`config.mk`:
```
export PLATFORM = sky130hd
export DESIGN_NAME = srp_i2c_status_top
export DESIGN_NICKNAME = d
export VERILOG_FILES = /design/src/shared/srp_pkg.sv /design/src/shared/srp_reg_if.sv /design/src/rtl/srp_status_bank.sv /design/src/rtl/srp_i2c_status_top.sv
export SDC_FILE = /design/constraint.sdc
export NUM_CORES = 1
export LEC_CHECK = 0
export ABC_CLOCK_PERIOD_IN_PS = 2100
export CAP_MARGIN = 10
export CELL_PAD_IN_SITES_DETAIL_PLACEMENT = 1
export CELL_PAD_IN_SITES_GLOBAL_PLACEMENT = 1
export CORE_MARGIN = 3
export CORE_UTILIZATION = 45
export DETAILED_ROUTE_END_ITERATION = 8
export DONT_BUFFER_PORTS = 1
export GPL_ROUTABILITY_DRIVEN = 0
export PLACE_DENSITY = 0.84
export SLEW_MARGIN = 20
export SYNTH_ARGS = -nofsm -noshare
export SYNTH_HDL_FRONTEND = slang
export SYNTH_SLANG_ARGS = --single-unit
```
`constraint.sdc`:
```
create_clock -name core_clk -period 2.1 [get_ports core_clk]
set_clock_uncertainty 0.1 [all_clocks]
set_input_delay 0.105 -clock core_clk [delete_from_list [all_inputs] [get_ports core_clk]]
set_output_delay 0.105 -clock core_clk [all_outputs]
set_load 0.005 [all_outputs]
```
`src/shared/srp_pkg.sv`:
```
// Constants, register layout and state type for the status/readback/idle-power register.
// Assumes a single core clock domain; all pin levels are synchronised before use.
//
// How it works
// - Register at address 0xA is 16 bits, resets to 0x0010, reached over serial port.
// - Bit 10 shows clock ready; multi-function pin mirrors it when so configured.
// - Bit 8 reads back the present level of the multi-function pin.
// - Bit 7 reads the select1/data pin, bit 6 the select0/clock pin.
// - Bit 5 reads the present level of the address strap pin.
// - Idle select 0 with all outputs disabled: mute outputs and enter low power.
// - Idle select 1 with all outputs disabled: mute only, stay running; reset default.
// - Idle select is loaded from the fuse store as its initial value.
// - Resample-disable 0: leaving low power resamples strap and both select pins.
// - After resample with strap high, device switches into fuse-configuration mode.
// - Resample-disable 1: no resample on low-power exit, stay in serial mode.
// - Writing 1 to power-down bit 1 places the device into low power.

package srp_pkg;

  // --------------------------------------------------------------
  // Register map
  // --------------------------------------------------------------
  localparam logic [7:0] SRP_REG_ADDR = 8'h0a;
  localparam logic [15:0] SRP_REG_RESET = 16'h0010;
  localparam logic [6:0] SRP_DEV_ADDR_RESET = 7'h68;

  localparam int SRP_BIT_RSVD15 = 15;
  localparam int SRP_BIT_CLK_READY = 10;
  localparam int SRP_BIT_RSVD9 = 9;
  localparam int SRP_BIT_MFP = 8;
  localparam int SRP_BIT_SEL1 = 7;
  localparam int SRP_BIT_SEL0 = 6;
  localparam int SRP_BIT_STRAP = 5;
  localparam int SRP_BIT_IDLE = 4;
  localparam int SRP_BIT_RSD = 3;
  localparam int SRP_BIT_PDN = 1;

  // --------------------------------------------------------------
  // Pin synchroniser lanes
  // --------------------------------------------------------------
  localparam int SRP_NSYNC = 4;
  localparam int SRP_SYNC_SCL = 0;
  localparam int SRP_SYNC_SDA = 1;
  localparam int SRP_SYNC_MFP = 2;
  localparam int SRP_SYNC_STRAP = 3;

  localparam logic [3:0] SRP_BITS_PER_BYTE = 4'h8;
  localparam logic [3:0] SRP_LAST_TX_BIT = 4'h7;

  typedef enum logic [2:0] {SRP_IDLE, SRP_RX, SRP_ACK, SRP_TX, SRP_RACK} srp_state_t;

endpackage

```
`src/shared/srp_reg_if.sv`:
```
// Internal register access carrier between the serial front end and the register bank.
// Assumes both ends run on the same core clock.
`timescale 1ns/100ps
`default_nettype none

interface srp_reg_if;
  logic wr_stb;
  logic [15:0] wr_data;
  logic [15:0] rd_data;

  modport bus (output wr_stb, output wr_data, input rd_data);
  modport bank (input wr_stb, input wr_data, output rd_data);
endinterface

`default_nettype wire

```
`src/rtl/srp_status_bank.sv`:
```
// Status, readback and idle-power register with low-power exit resampling.
// Assumes pin levels arrive already synchronised to core_clk.
`timescale 1ns/100ps
`default_nettype none

module srp_status_bank
  import srp_pkg::*;
(
  input wire logic core_clk,
  input wire logic arst_n,
  srp_reg_if.bank regs,
  input wire logic mfp_lvl,
  input wire logic sel1_lvl,
  input wire logic sel0_lvl,
  input wire logic strap_lvl,
  input wire logic clk_ready,
  input wire logic all_outputs_disabled,
  input wire logic fuse_idle_select,
  output logic outputs_mute,
  output logic low_power,
  output logic fuse_config_mode,
  output logic [1:0] resampled_select
);

  logic idle_ff;
  logic rsd_ff;
  logic pdn_ff;
  logic loaded_ff;
  logic lp_ff;
  logic mute_ff;
  logic mode_ff;
  logic [1:0] sel_ff;
  logic nxt_lp;
  logic lp_exit;
  logic do_resample;

  // ------------------------------------------------------------
  // Idle and power state
  // ------------------------------------------------------------
  assign nxt_lp = pdn_ff | (all_outputs_disabled & ~idle_ff);
  assign lp_exit = lp_ff & ~nxt_lp;
  assign do_resample = lp_exit & ~rsd_ff;

  // Only idle select, resample disable and power down are writable
  always_ff @(posedge core_clk or negedge arst_n)
  begin
    if (!arst_n)
    begin
      idle_ff <= SRP_REG_RESET[SRP_BIT_IDLE];
      rsd_ff <= SRP_REG_RESET[SRP_BIT_RSD];
      pdn_ff <= SRP_REG_RESET[SRP_BIT_PDN];
      loaded_ff <= 1'b0;
    end
    else if (regs.wr_stb)
    begin
      idle_ff <= regs.wr_data[SRP_BIT_IDLE];
      rsd_ff <= regs.wr_data[SRP_BIT_RSD];
      pdn_ff <= regs.wr_data[SRP_BIT_PDN];
      loaded_ff <= 1'b1;
    end
    else if (!loaded_ff)
    begin
      // Fuse value is taken once, on the first edge after reset release
      idle_ff <= fuse_idle_select;
      loaded_ff <= 1'b1;
    end
  end

  always_ff @(posedge core_clk or negedge arst_n)
  begin
    if (!arst_n)
    begin
      lp_ff <= 1'b0;
      mute_ff <= 1'b0;
      mode_ff <= 1'b0;
      sel_ff <= 2'h0;
    end
    else
    begin
      lp_ff <= nxt_lp;
      mute_ff <= all_outputs_disabled;
      if (do_resample)
      begin
        mode_ff <= strap_lvl;
        sel_ff <= {sel1_lvl, sel0_lvl};
      end
    end
  end

  // Reserved and revision bits read as zero
  assign regs.rd_data = {1'b0, 4'h0, clk_ready, 1'b0, mfp_lvl, sel1_lvl, sel0_lvl,
                         strap_lvl, idle_ff, rsd_ff, 1'b0, pdn_ff, 1'b0};

  assign outputs_mute = mute_ff;
  assign low_power = lp_ff;
  assign fuse_config_mode = mode_ff;
  assign resampled_select = sel_ff;

endmodule

`default_nettype wire

```
`src/rtl/srp_i2c_status_top.sv`:
```
// Serial-configured status/readback/idle-power register block, top level.
// Assumes the serial clock is slow against core_clk (160 ns vs 20 ns) and is sampled.
`timescale 1ns/100ps
`default_nettype none

module srp_i2c_status_top
  import srp_pkg::*;
#(
  parameter logic [6:0] DEV_ADDR = SRP_DEV_ADDR_RESET
)
(
  input wire logic core_clk,
  input wire logic arst_n,
  input wire logic scl_pin,
  input wire logic sda_in,
  output logic sda_out,
  output logic sda_oe_n,
  input wire logic mfp_in,
  output logic mfp_out,
  output logic mfp_oe_n,
  input wire logic mfp_ready_cfg,
  input wire logic addr_strap_pin,
  input wire logic clk_ready,
  input wire logic all_outputs_disabled,
  input wire logic fuse_idle_select,
  output logic outputs_mute,
  output logic low_power,
  output logic fuse_config_mode,
  output logic [1:0] resampled_select
);

  // ------------------------------------------------------------
  // Pin synchronisers
  // ------------------------------------------------------------
  logic [SRP_NSYNC-1:0] pin_raw;
  logic [SRP_NSYNC-1:0] pin_sync;

  assign pin_raw = {addr_strap_pin, mfp_in, sda_in, scl_pin};

  genvar gi;
  generate
    for (gi = 0; gi < SRP_NSYNC; gi++)
    begin : g_sync
      logic meta_ff;
      logic sync_ff;
      always_ff @(posedge core_clk or negedge arst_n)
      begin
        if (!arst_n)
        begin
          meta_ff <= 1'b1;
          sync_ff <= 1'b1;
        end
        else
        begin
          meta_ff <= pin_raw[gi];
          sync_ff <= meta_ff;
        end
      end
      assign pin_sync[gi] = sync_ff;
    end
  endgenerate

  // ------------------------------------------------------------
  // Bus condition detection
  // ------------------------------------------------------------
  logic scl_dly_ff;
  logic sda_dly_ff;
  logic scl_s;
  logic sda_s;
  logic scl_rise;
  logic scl_fall;
  logic bus_start;
  logic bus_stop;

  assign scl_s = pin_sync[SRP_SYNC_SCL];
  assign sda_s = pin_sync[SRP_SYNC_SDA];
  assign scl_rise = scl_s & ~scl_dly_ff;
  assign scl_fall = ~scl_s & scl_dly_ff;
  assign bus_start = scl_s & scl_dly_ff & ~sda_s & sda_dly_ff;
  assign bus_stop = scl_s & scl_dly_ff & sda_s & ~sda_dly_ff;

  always_ff @(posedge core_clk or negedge arst_n)
  begin
    if (!arst_n)
    begin
      scl_dly_ff <= 1'b1;
      sda_dly_ff <= 1'b1;
    end
    else
    begin
      scl_dly_ff <= scl_s;
      sda_dly_ff <= sda_s;
    end
  end

  // ------------------------------------------------------------
  // Serial slave engine
  // ------------------------------------------------------------
  srp_reg_if regs ();

  srp_state_t state_ff;
  srp_state_t nxt_state;
  logic [3:0] bitcnt_ff;
  logic [3:0] nxt_bitcnt;
  logic [7:0] shift_ff;
  logic [7:0] nxt_shift;
  logic [1:0] idx_ff;
  logic [1:0] nxt_idx;
  logic [7:0] ptr_ff;
  logic [7:0] nxt_ptr;
  logic [7:0] hold_ff;
  logic [7:0] nxt_hold;
  logic lo_sent_ff;
  logic nxt_lo_sent;
  logic ack_ff;
  logic nxt_ack;
  logic oe_n_ff;
  logic nxt_oe_n;
  logic wr_stb_ff;
  logic nxt_wr_stb;
  logic [15:0] wr_data_ff;
  logic [15:0] nxt_wr_data;
  logic ptr_hit;
  logic addr_hit;
  logic [15:0] rd_word;

  assign ptr_hit = (ptr_ff == SRP_REG_ADDR);
  assign addr_hit = (shift_ff[7:1] == DEV_ADDR);
  // Other register addresses read zero and swallow writes
  assign rd_word = ptr_hit ? regs.rd_data : 16'h0000;

  always_comb
  begin
    nxt_state = state_ff;
    nxt_bitcnt = bitcnt_ff;
    nxt_shift = shift_ff;
    nxt_idx = idx_ff;
    nxt_ptr = ptr_ff;
    nxt_hold = hold_ff;
    nxt_lo_sent = lo_sent_ff;
    nxt_ack = ack_ff;
    nxt_oe_n = oe_n_ff;
    nxt_wr_stb = 1'b0;
    nxt_wr_data = wr_data_ff;
    if (bus_stop)
    begin
      nxt_state = SRP_IDLE;
      nxt_oe_n = 1'b1;
    end
    else if (bus_start)
    begin
      // Repeated start restarts the address phase but keeps the pointer
      nxt_state = SRP_RX;
      nxt_bitcnt = 4'h0;
      nxt_idx = 2'h0;
      nxt_oe_n = 1'b1;
    end
    else
    begin
      case (state_ff)
        SRP_RX:
        begin
          if (scl_rise && (bitcnt_ff < SRP_BITS_PER_BYTE))
          begin
            nxt_shift = {shift_ff[6:0], sda_s};
            nxt_bitcnt = bitcnt_ff + 4'h1;
          end
          else if (scl_fall && (bitcnt_ff == SRP_BITS_PER_BYTE))
          begin
            if ((idx_ff == 2'h0) && !addr_hit)
            begin
              nxt_state = SRP_IDLE;
            end
            else
            begin
              nxt_state = SRP_ACK;
              nxt_oe_n = 1'b0;
            end
          end
        end
        SRP_ACK:
        begin
          if (scl_fall)
          begin
            nxt_oe_n = 1'b1;
            nxt_bitcnt = 4'h0;
            nxt_state = SRP_RX;
            case (idx_ff)
              2'h0:
              begin
                if (shift_ff[0])
                begin
                  // Word is snapshotted so both bytes come from one instant
                  nxt_state = SRP_TX;
                  nxt_shift = rd_word[15:8];
                  nxt_hold = rd_word[7:0];
                  nxt_lo_sent = 1'b0;
                  nxt_oe_n = rd_word[15];
                end
                else
                begin
                  nxt_idx = 2'h1;
                end
              end
              2'h1:
              begin
                nxt_ptr = shift_ff;
                nxt_idx = 2'h2;
              end
              2'h2:
              begin
                nxt_hold = shift_ff;
                nxt_idx = 2'h3;
              end
              default:
              begin
                nxt_wr_stb = ptr_hit;
                nxt_wr_data = {hold_ff, shift_ff};
                nxt_idx = 2'h2;
              end
            endcase
          end
        end
        SRP_TX:
        begin
          if (scl_fall)
          begin
            if (bitcnt_ff == SRP_LAST_TX_BIT)
            begin
              nxt_oe_n = 1'b1;
              nxt_state = SRP_RACK;
            end
            else
            begin
              nxt_bitcnt = bitcnt_ff + 4'h1;
              nxt_shift = {shift_ff[6:0], 1'b0};
              nxt_oe_n = shift_ff[6];
            end
          end
        end
        SRP_RACK:
        begin
          if (scl_rise)
          begin
            nxt_ack = ~sda_s;
          end
          else if (scl_fall)
          begin
            if (ack_ff)
            begin
              nxt_state = SRP_TX;
              nxt_bitcnt = 4'h0;
              nxt_shift = lo_sent_ff ? 8'h00 : hold_ff;
              nxt_lo_sent = 1'b1;
              nxt_oe_n = nxt_shift[7];
            end
            else
            begin
              nxt_state = SRP_IDLE;
            end
          end
        end
        default:
        begin
          nxt_state = SRP_IDLE;
          nxt_oe_n = 1'b1;
        end
      endcase
    end
  end

  always_ff @(posedge core_clk or negedge arst_n)
  begin
    if (!arst_n)
    begin
      state_ff <= SRP_IDLE;
      bitcnt_ff <= 4'h0;
      shift_ff <= 8'h00;
      idx_ff <= 2'h0;
      ptr_ff <= 8'h00;
      hold_ff <= 8'h00;
      lo_sent_ff <= 1'b0;
      ack_ff <= 1'b0;
      oe_n_ff <= 1'b1;
      wr_stb_ff <= 1'b0;
      wr_data_ff <= 16'h0000;
    end
    else
    begin
      state_ff <= nxt_state;
      bitcnt_ff <= nxt_bitcnt;
      shift_ff <= nxt_shift;
      idx_ff <= nxt_idx;
      ptr_ff <= nxt_ptr;
      hold_ff <= nxt_hold;
      lo_sent_ff <= nxt_lo_sent;
      ack_ff <= nxt_ack;
      oe_n_ff <= nxt_oe_n;
      wr_stb_ff <= nxt_wr_stb;
      wr_data_ff <= nxt_wr_data;
    end
  end

  assign regs.wr_stb = wr_stb_ff;
  assign regs.wr_data = wr_data_ff;
  // Open drain: only ever pulls low, the enable carries the data
  assign sda_out = 1'b0;
  assign sda_oe_n = oe_n_ff;

  // ------------------------------------------------------------
  // Clock-ready mirror on the multi-function pin
  // ------------------------------------------------------------
  logic mfp_out_ff;
  logic mfp_oe_n_ff;

  always_ff @(posedge core_clk or negedge arst_n)
  begin
    if (!arst_n)
    begin
      mfp_out_ff <= 1'b0;
      mfp_oe_n_ff <= 1'b1;
    end
    else
    begin
      mfp_out_ff <= clk_ready;
      mfp_oe_n_ff <= ~mfp_ready_cfg;
    end
  end

  assign mfp_out = mfp_out_ff;
  assign mfp_oe_n = mfp_oe_n_ff;

  // ------------------------------------------------------------
  // Register bank
  // ------------------------------------------------------------
  srp_status_bank u_bank (
    .core_clk(core_clk),
    .arst_n(arst_n),
    .regs(regs.bank),
    .mfp_lvl(pin_sync[SRP_SYNC_MFP]),
    .sel1_lvl(sda_s),
    .sel0_lvl(scl_s),
    .strap_lvl(pin_sync[SRP_SYNC_STRAP]),
    .clk_ready(clk_ready),
    .all_outputs_disabled(all_outputs_disabled),
    .fuse_idle_select(fuse_idle_select),
    .outputs_mute(outputs_mute),
    .low_power(low_power),
    .fuse_config_mode(fuse_config_mode),
    .resampled_select(resampled_select)
  );

endmodule

`default_nettype wire

```
==> impl_metrics.py <==
metrics = {
    "synthesis": {
        "largest_family_of_logic_cells_by_synthesized_area": "simple AND/OR/NAND/NOR gates",
        "synth_enable_flop_cells": 0,
        "synth_ff_type": "dfrtp_1",
        "yosys.area_share.xor_xnor_pct": 0.600,
        "post_synth_num_cell_types": 54,
        "synth_simple_gate_area_share_pct": 15.5,
        "ys.warnings.count": 0,
        "synthesis.area_sq_um": 2920,
        "ys_ff_latch": 61,
        "synth-compound-area-share_pct": 15.1,
        "synthesis.nets": 280,
        "async_sr_flop_fraction_pct": 100,
        "syn_inst": 268,
        "synth.area.mux_share_pct": 10.5,
        "synth-seq-area-share_pct": 52.9,
        "synth_fa_ha_area_share_pct": 0.857,
        "syn_area_per_cell_sq_um": 10.9,
    },
    "route": {
        "antenna_left": 0,
        "vias": 2763,
        "wl_mm": 12.3,
        "drt_pass1_iterations": 5,
        "wire_per_inst_um": 31.3,
        "drcViolationCount": 0,
        "detailedRoute.firstIterationViolations": 326,
        "viasPerCell": 7.03,
    },
    "timing": {
        "final_max_slew_viol_count": 0,
        "worstMarginPinSlew_ns": 0.692,
        "max_freq_mhz": 435,
        "post-route-worst-setup-slack_ns": -0.197,
        "rsz0062_at_grt": "true",
        "min_period_ns": 2.30,
        "min_period_over_period_pct": 109,
        "setup_viol": 16,
        "finalHoldViolations": 0,
        "relSlewSlack_pct": 53.7,
    },
    "place": {
        "pre_cts_ws_ns": -0.118,
        "hpwlAfterDp_mm": 5.62,
        "instance_area_at_placement_sq_um": 3230,
        "port-buffer-count": 0,
    },
    "worst_hold_path": {
        "worst_hold_path_type": "input port to async pin",
    },
    "power": {
        "design_power_total_mw": 4.65,
        "cellLeakagePower_nw": 1.64,
        "ir_drop_uv": 711,
        "power.density_cell_area_nw_per_um2": 1250,
    },
    "cells_and_area": {
        "syn_to_final_growth_pct": 27.5,
        "drive_above_1_share_pct": 37.1,
        "final_net_count": 325,
        "final_cell_area_sq_um": 3720,
        "antennaDiodeCount": 0,
    },
    "grt": {
        "pin_count_of_the_biggest_net_entering_global_routing": 62,
        "antenna_found_initial": 0,
        "grt_first_pass_wirelength_mm": 16.1,
        "grt_pass1_vias": 2823,
        "global_route.usage.total_pct": 29.6,
        "overflow": 0,
    },
    "worst_setup_path": {
        "worst-setup-path-type": "flop to flop",
        "critical_path.startpoint_type": "flop",
        "critical_path.endpoint_type": "flop",
        "worst_setup_path_endpoint": "shift_ff[3]$_DFFE_PN0P_",
        "setup_slack_of_the_worst_register_to_register_path_ns": -0.20,
        "worstReg2RegEnd": "shift_ff[3]$_DFFE_PN0P_",
        "critical_path.startpoint": "bitcnt_ff[0]$_DFFE_PN0P_",
        "worst-path-max-fanout": 6,
        "r2r-start": "bitcnt_ff[0]$_DFFE_PN0P_",
        "cp_data_required_time_ns": 2.24,
        "worst-endpoint-arrival_ns": 2.44,
        "ff2ff_path_depth": 7,
    },
    "floorplan": {
        "initial_util_pct": 47.9,
        "core_region_area_sq_um": 6100,
        "chipWidth_um": 86.5,
        "floorplan.io_pins": 19,
        "die_h_um": 86.5,
        "fp-row-count": 28,
        "die-area_sq_um": 7490,
    },
    "clock_network": {
        "tritoncts": "built",
        "cts_made_buffers": 9,
        "cts.clk_slew.worst_paths_ns": 0.09,
        "clk-insertion-delay-late_ns": 0.37,
        "clock_tree.buffer_depth": 2,
        "clk_root_buffer_cell": "clkbuf_8",
        "clock_sink_count": 61,
        "h-tree-depth": 3,
    },
    "status": {
        "violations": "negative setup slack",
        "status": "finished with violations",
    },
    "job": {
        "maxcap_violations": 0,
    },
}
-- power by group --
part / switching [mW] / internal, mW
Sequential: 0.311 / 1.37
Clock: 0.548 / 0.547
Combinational: 1.02 / 0.858
Total: 1.88 / 2.77
-- Yosys cell counts, types with 6 or more instances --
library cell / n / share of area (%)
dfrtp_1: 48 / 41
nand2_1: 22 / 2.8
nor2_1: 18 / 2.3
mux2_2: 16 / 6.2
o21ai_0: 16 / 2.7
dfstp_2: 13 / 12
inv_1: 12 / 1.5
clkbuf_1: 7 / 0.90
nand3_1: 7 / 1.2
a22oi_1: 6 / 1.5
buf_2: 6 / 1.0
-- per-layer routing --
metal	track usage [%]	up-vias	share of wire, %
li1	-	1046	-
met1	35.5	1388	37
met2	47.6	240	46
met3	8.94	89	9.9
met4	16.3	0	7.2
met5	0	-	0
-- layout make-up --
type / instances / area [sq um]
fill: 626 / 2370
inverter: 12 / 45.0
multi-input combinational: 178 / 1400
clock inverter: 6 / 61.3
clock buffer: 10 / 128
timing repair buffer: 51 / 453
sequential: 61 / 1550
tap: 75 / 93.8
-- cell families after synthesis --
group | Yosys count
buf+inv | 29
xor+xnor | 2
simple gates | 84
fa+ha+maj | 2
other cells | 2
compound gates | 62
mux | 26
flops | 61
-- critical path, cell delays in order, from the launching register on --
cell	delay [ns]
dfrtp_1	0.41
ha_2	0.22
and3b_1	0.22
a311o_1	0.34
nor4_4	0.21
o21a_1	0.22
buf_12	0.14
mux2_4	0.31
-- worst min-delay path by stage --
stage / start / endpoint / slack, ns
after detailed placement: arst_n / bitcnt_ff[3]$_DFFE_PN0P_ / -0.29
final: arst_n / hold_ff[1]$_DFFE_PN0P_ / 0.15
after CTS: arst_n / bitcnt_ff[3]$_DFFE_PN0P_ / 0.19
after floorplan: arst_n / ack_ff$_DFFE_PN0P_ / -0.29
after global placement: arst_n / bitcnt_ff[3]$_DFFE_PN0P_ / -0.29
after global routing: sda_in / g_sync[1].meta_ff$_DFF_PN1_ / 0.19
-- per-stage QoR --
stage | hold slack [ns] | util [%] | setup TNS (ns) | std cells
after floorplan | -0.291 | - | 0 | 268
after global placement | -0.288 | 53.0 | -0.232 | 362
after detailed placement | -0.287 | 53.0 | -1.01 | 362
after CTS | 0.193 | 59.0 | -0.284 | 390
after global routing | 0.185 | 61.1 | -3.00 | 393
final | 0.148 | 61.1 | -2.01 | 393
-- layout by cell type, fill, tap and decap left out, types with 4 or more instances in the layout --
| cell type | Yosys | layout |
|---|---|---|
| a31oi_1 | 4 | 4 |
| nor2_1 | 18 | 15 |
| dlygate4sd3_1 | 0 | 9 |
| nor3b_1 | 5 | 4 |
| buf_6 | 1 | 4 |
| buf_4 | 1 | 36 |
| a22o_1 | 5 | 5 |
| dfrtp_1 | 48 | 46 |
| nand3_1 | 7 | 7 |
| o21a_1 | 5 | 5 |
| dfstp_2 | 13 | 13 |
| a22oi_1 | 6 | 6 |
| a21oi_1 | 4 | 4 |
| nand2_1 | 22 | 22 |
| inv_1 | 12 | 12 |
| mux2_2 | 16 | 16 |
| o21ai_0 | 16 | 15 |
| nor2b_1 | 5 | 4 |
| mux2i_1 | 5 | 4 |
| mux2_4 | 5 | 5 |
| clkbuf_8 | 0 | 9 |
-- sequential cells by signal, summed over array words and instances (netlist names), 2 cells and up --
register                 count
bitcnt_ff                    4
g_sync.meta_ff               4
g_sync.sync_ff               4
hold_ff                      8
idx_ff                       2
ptr_ff                       8
regs.wr_data                 3
shift_ff                     8
state_ff                     3
u_bank.resampled_select      2
-- repair_timing --
item | CTS | global route
pin swaps | 1 | 3
hold buffers | 10 | 0
resized for setup | 11 | 23
buffers inserted | 2 | 3
hold endpoints to repair | 71 | 0
endpoints found under the setup margin | 25 | 34
Power figures use the tool's default switching activity.
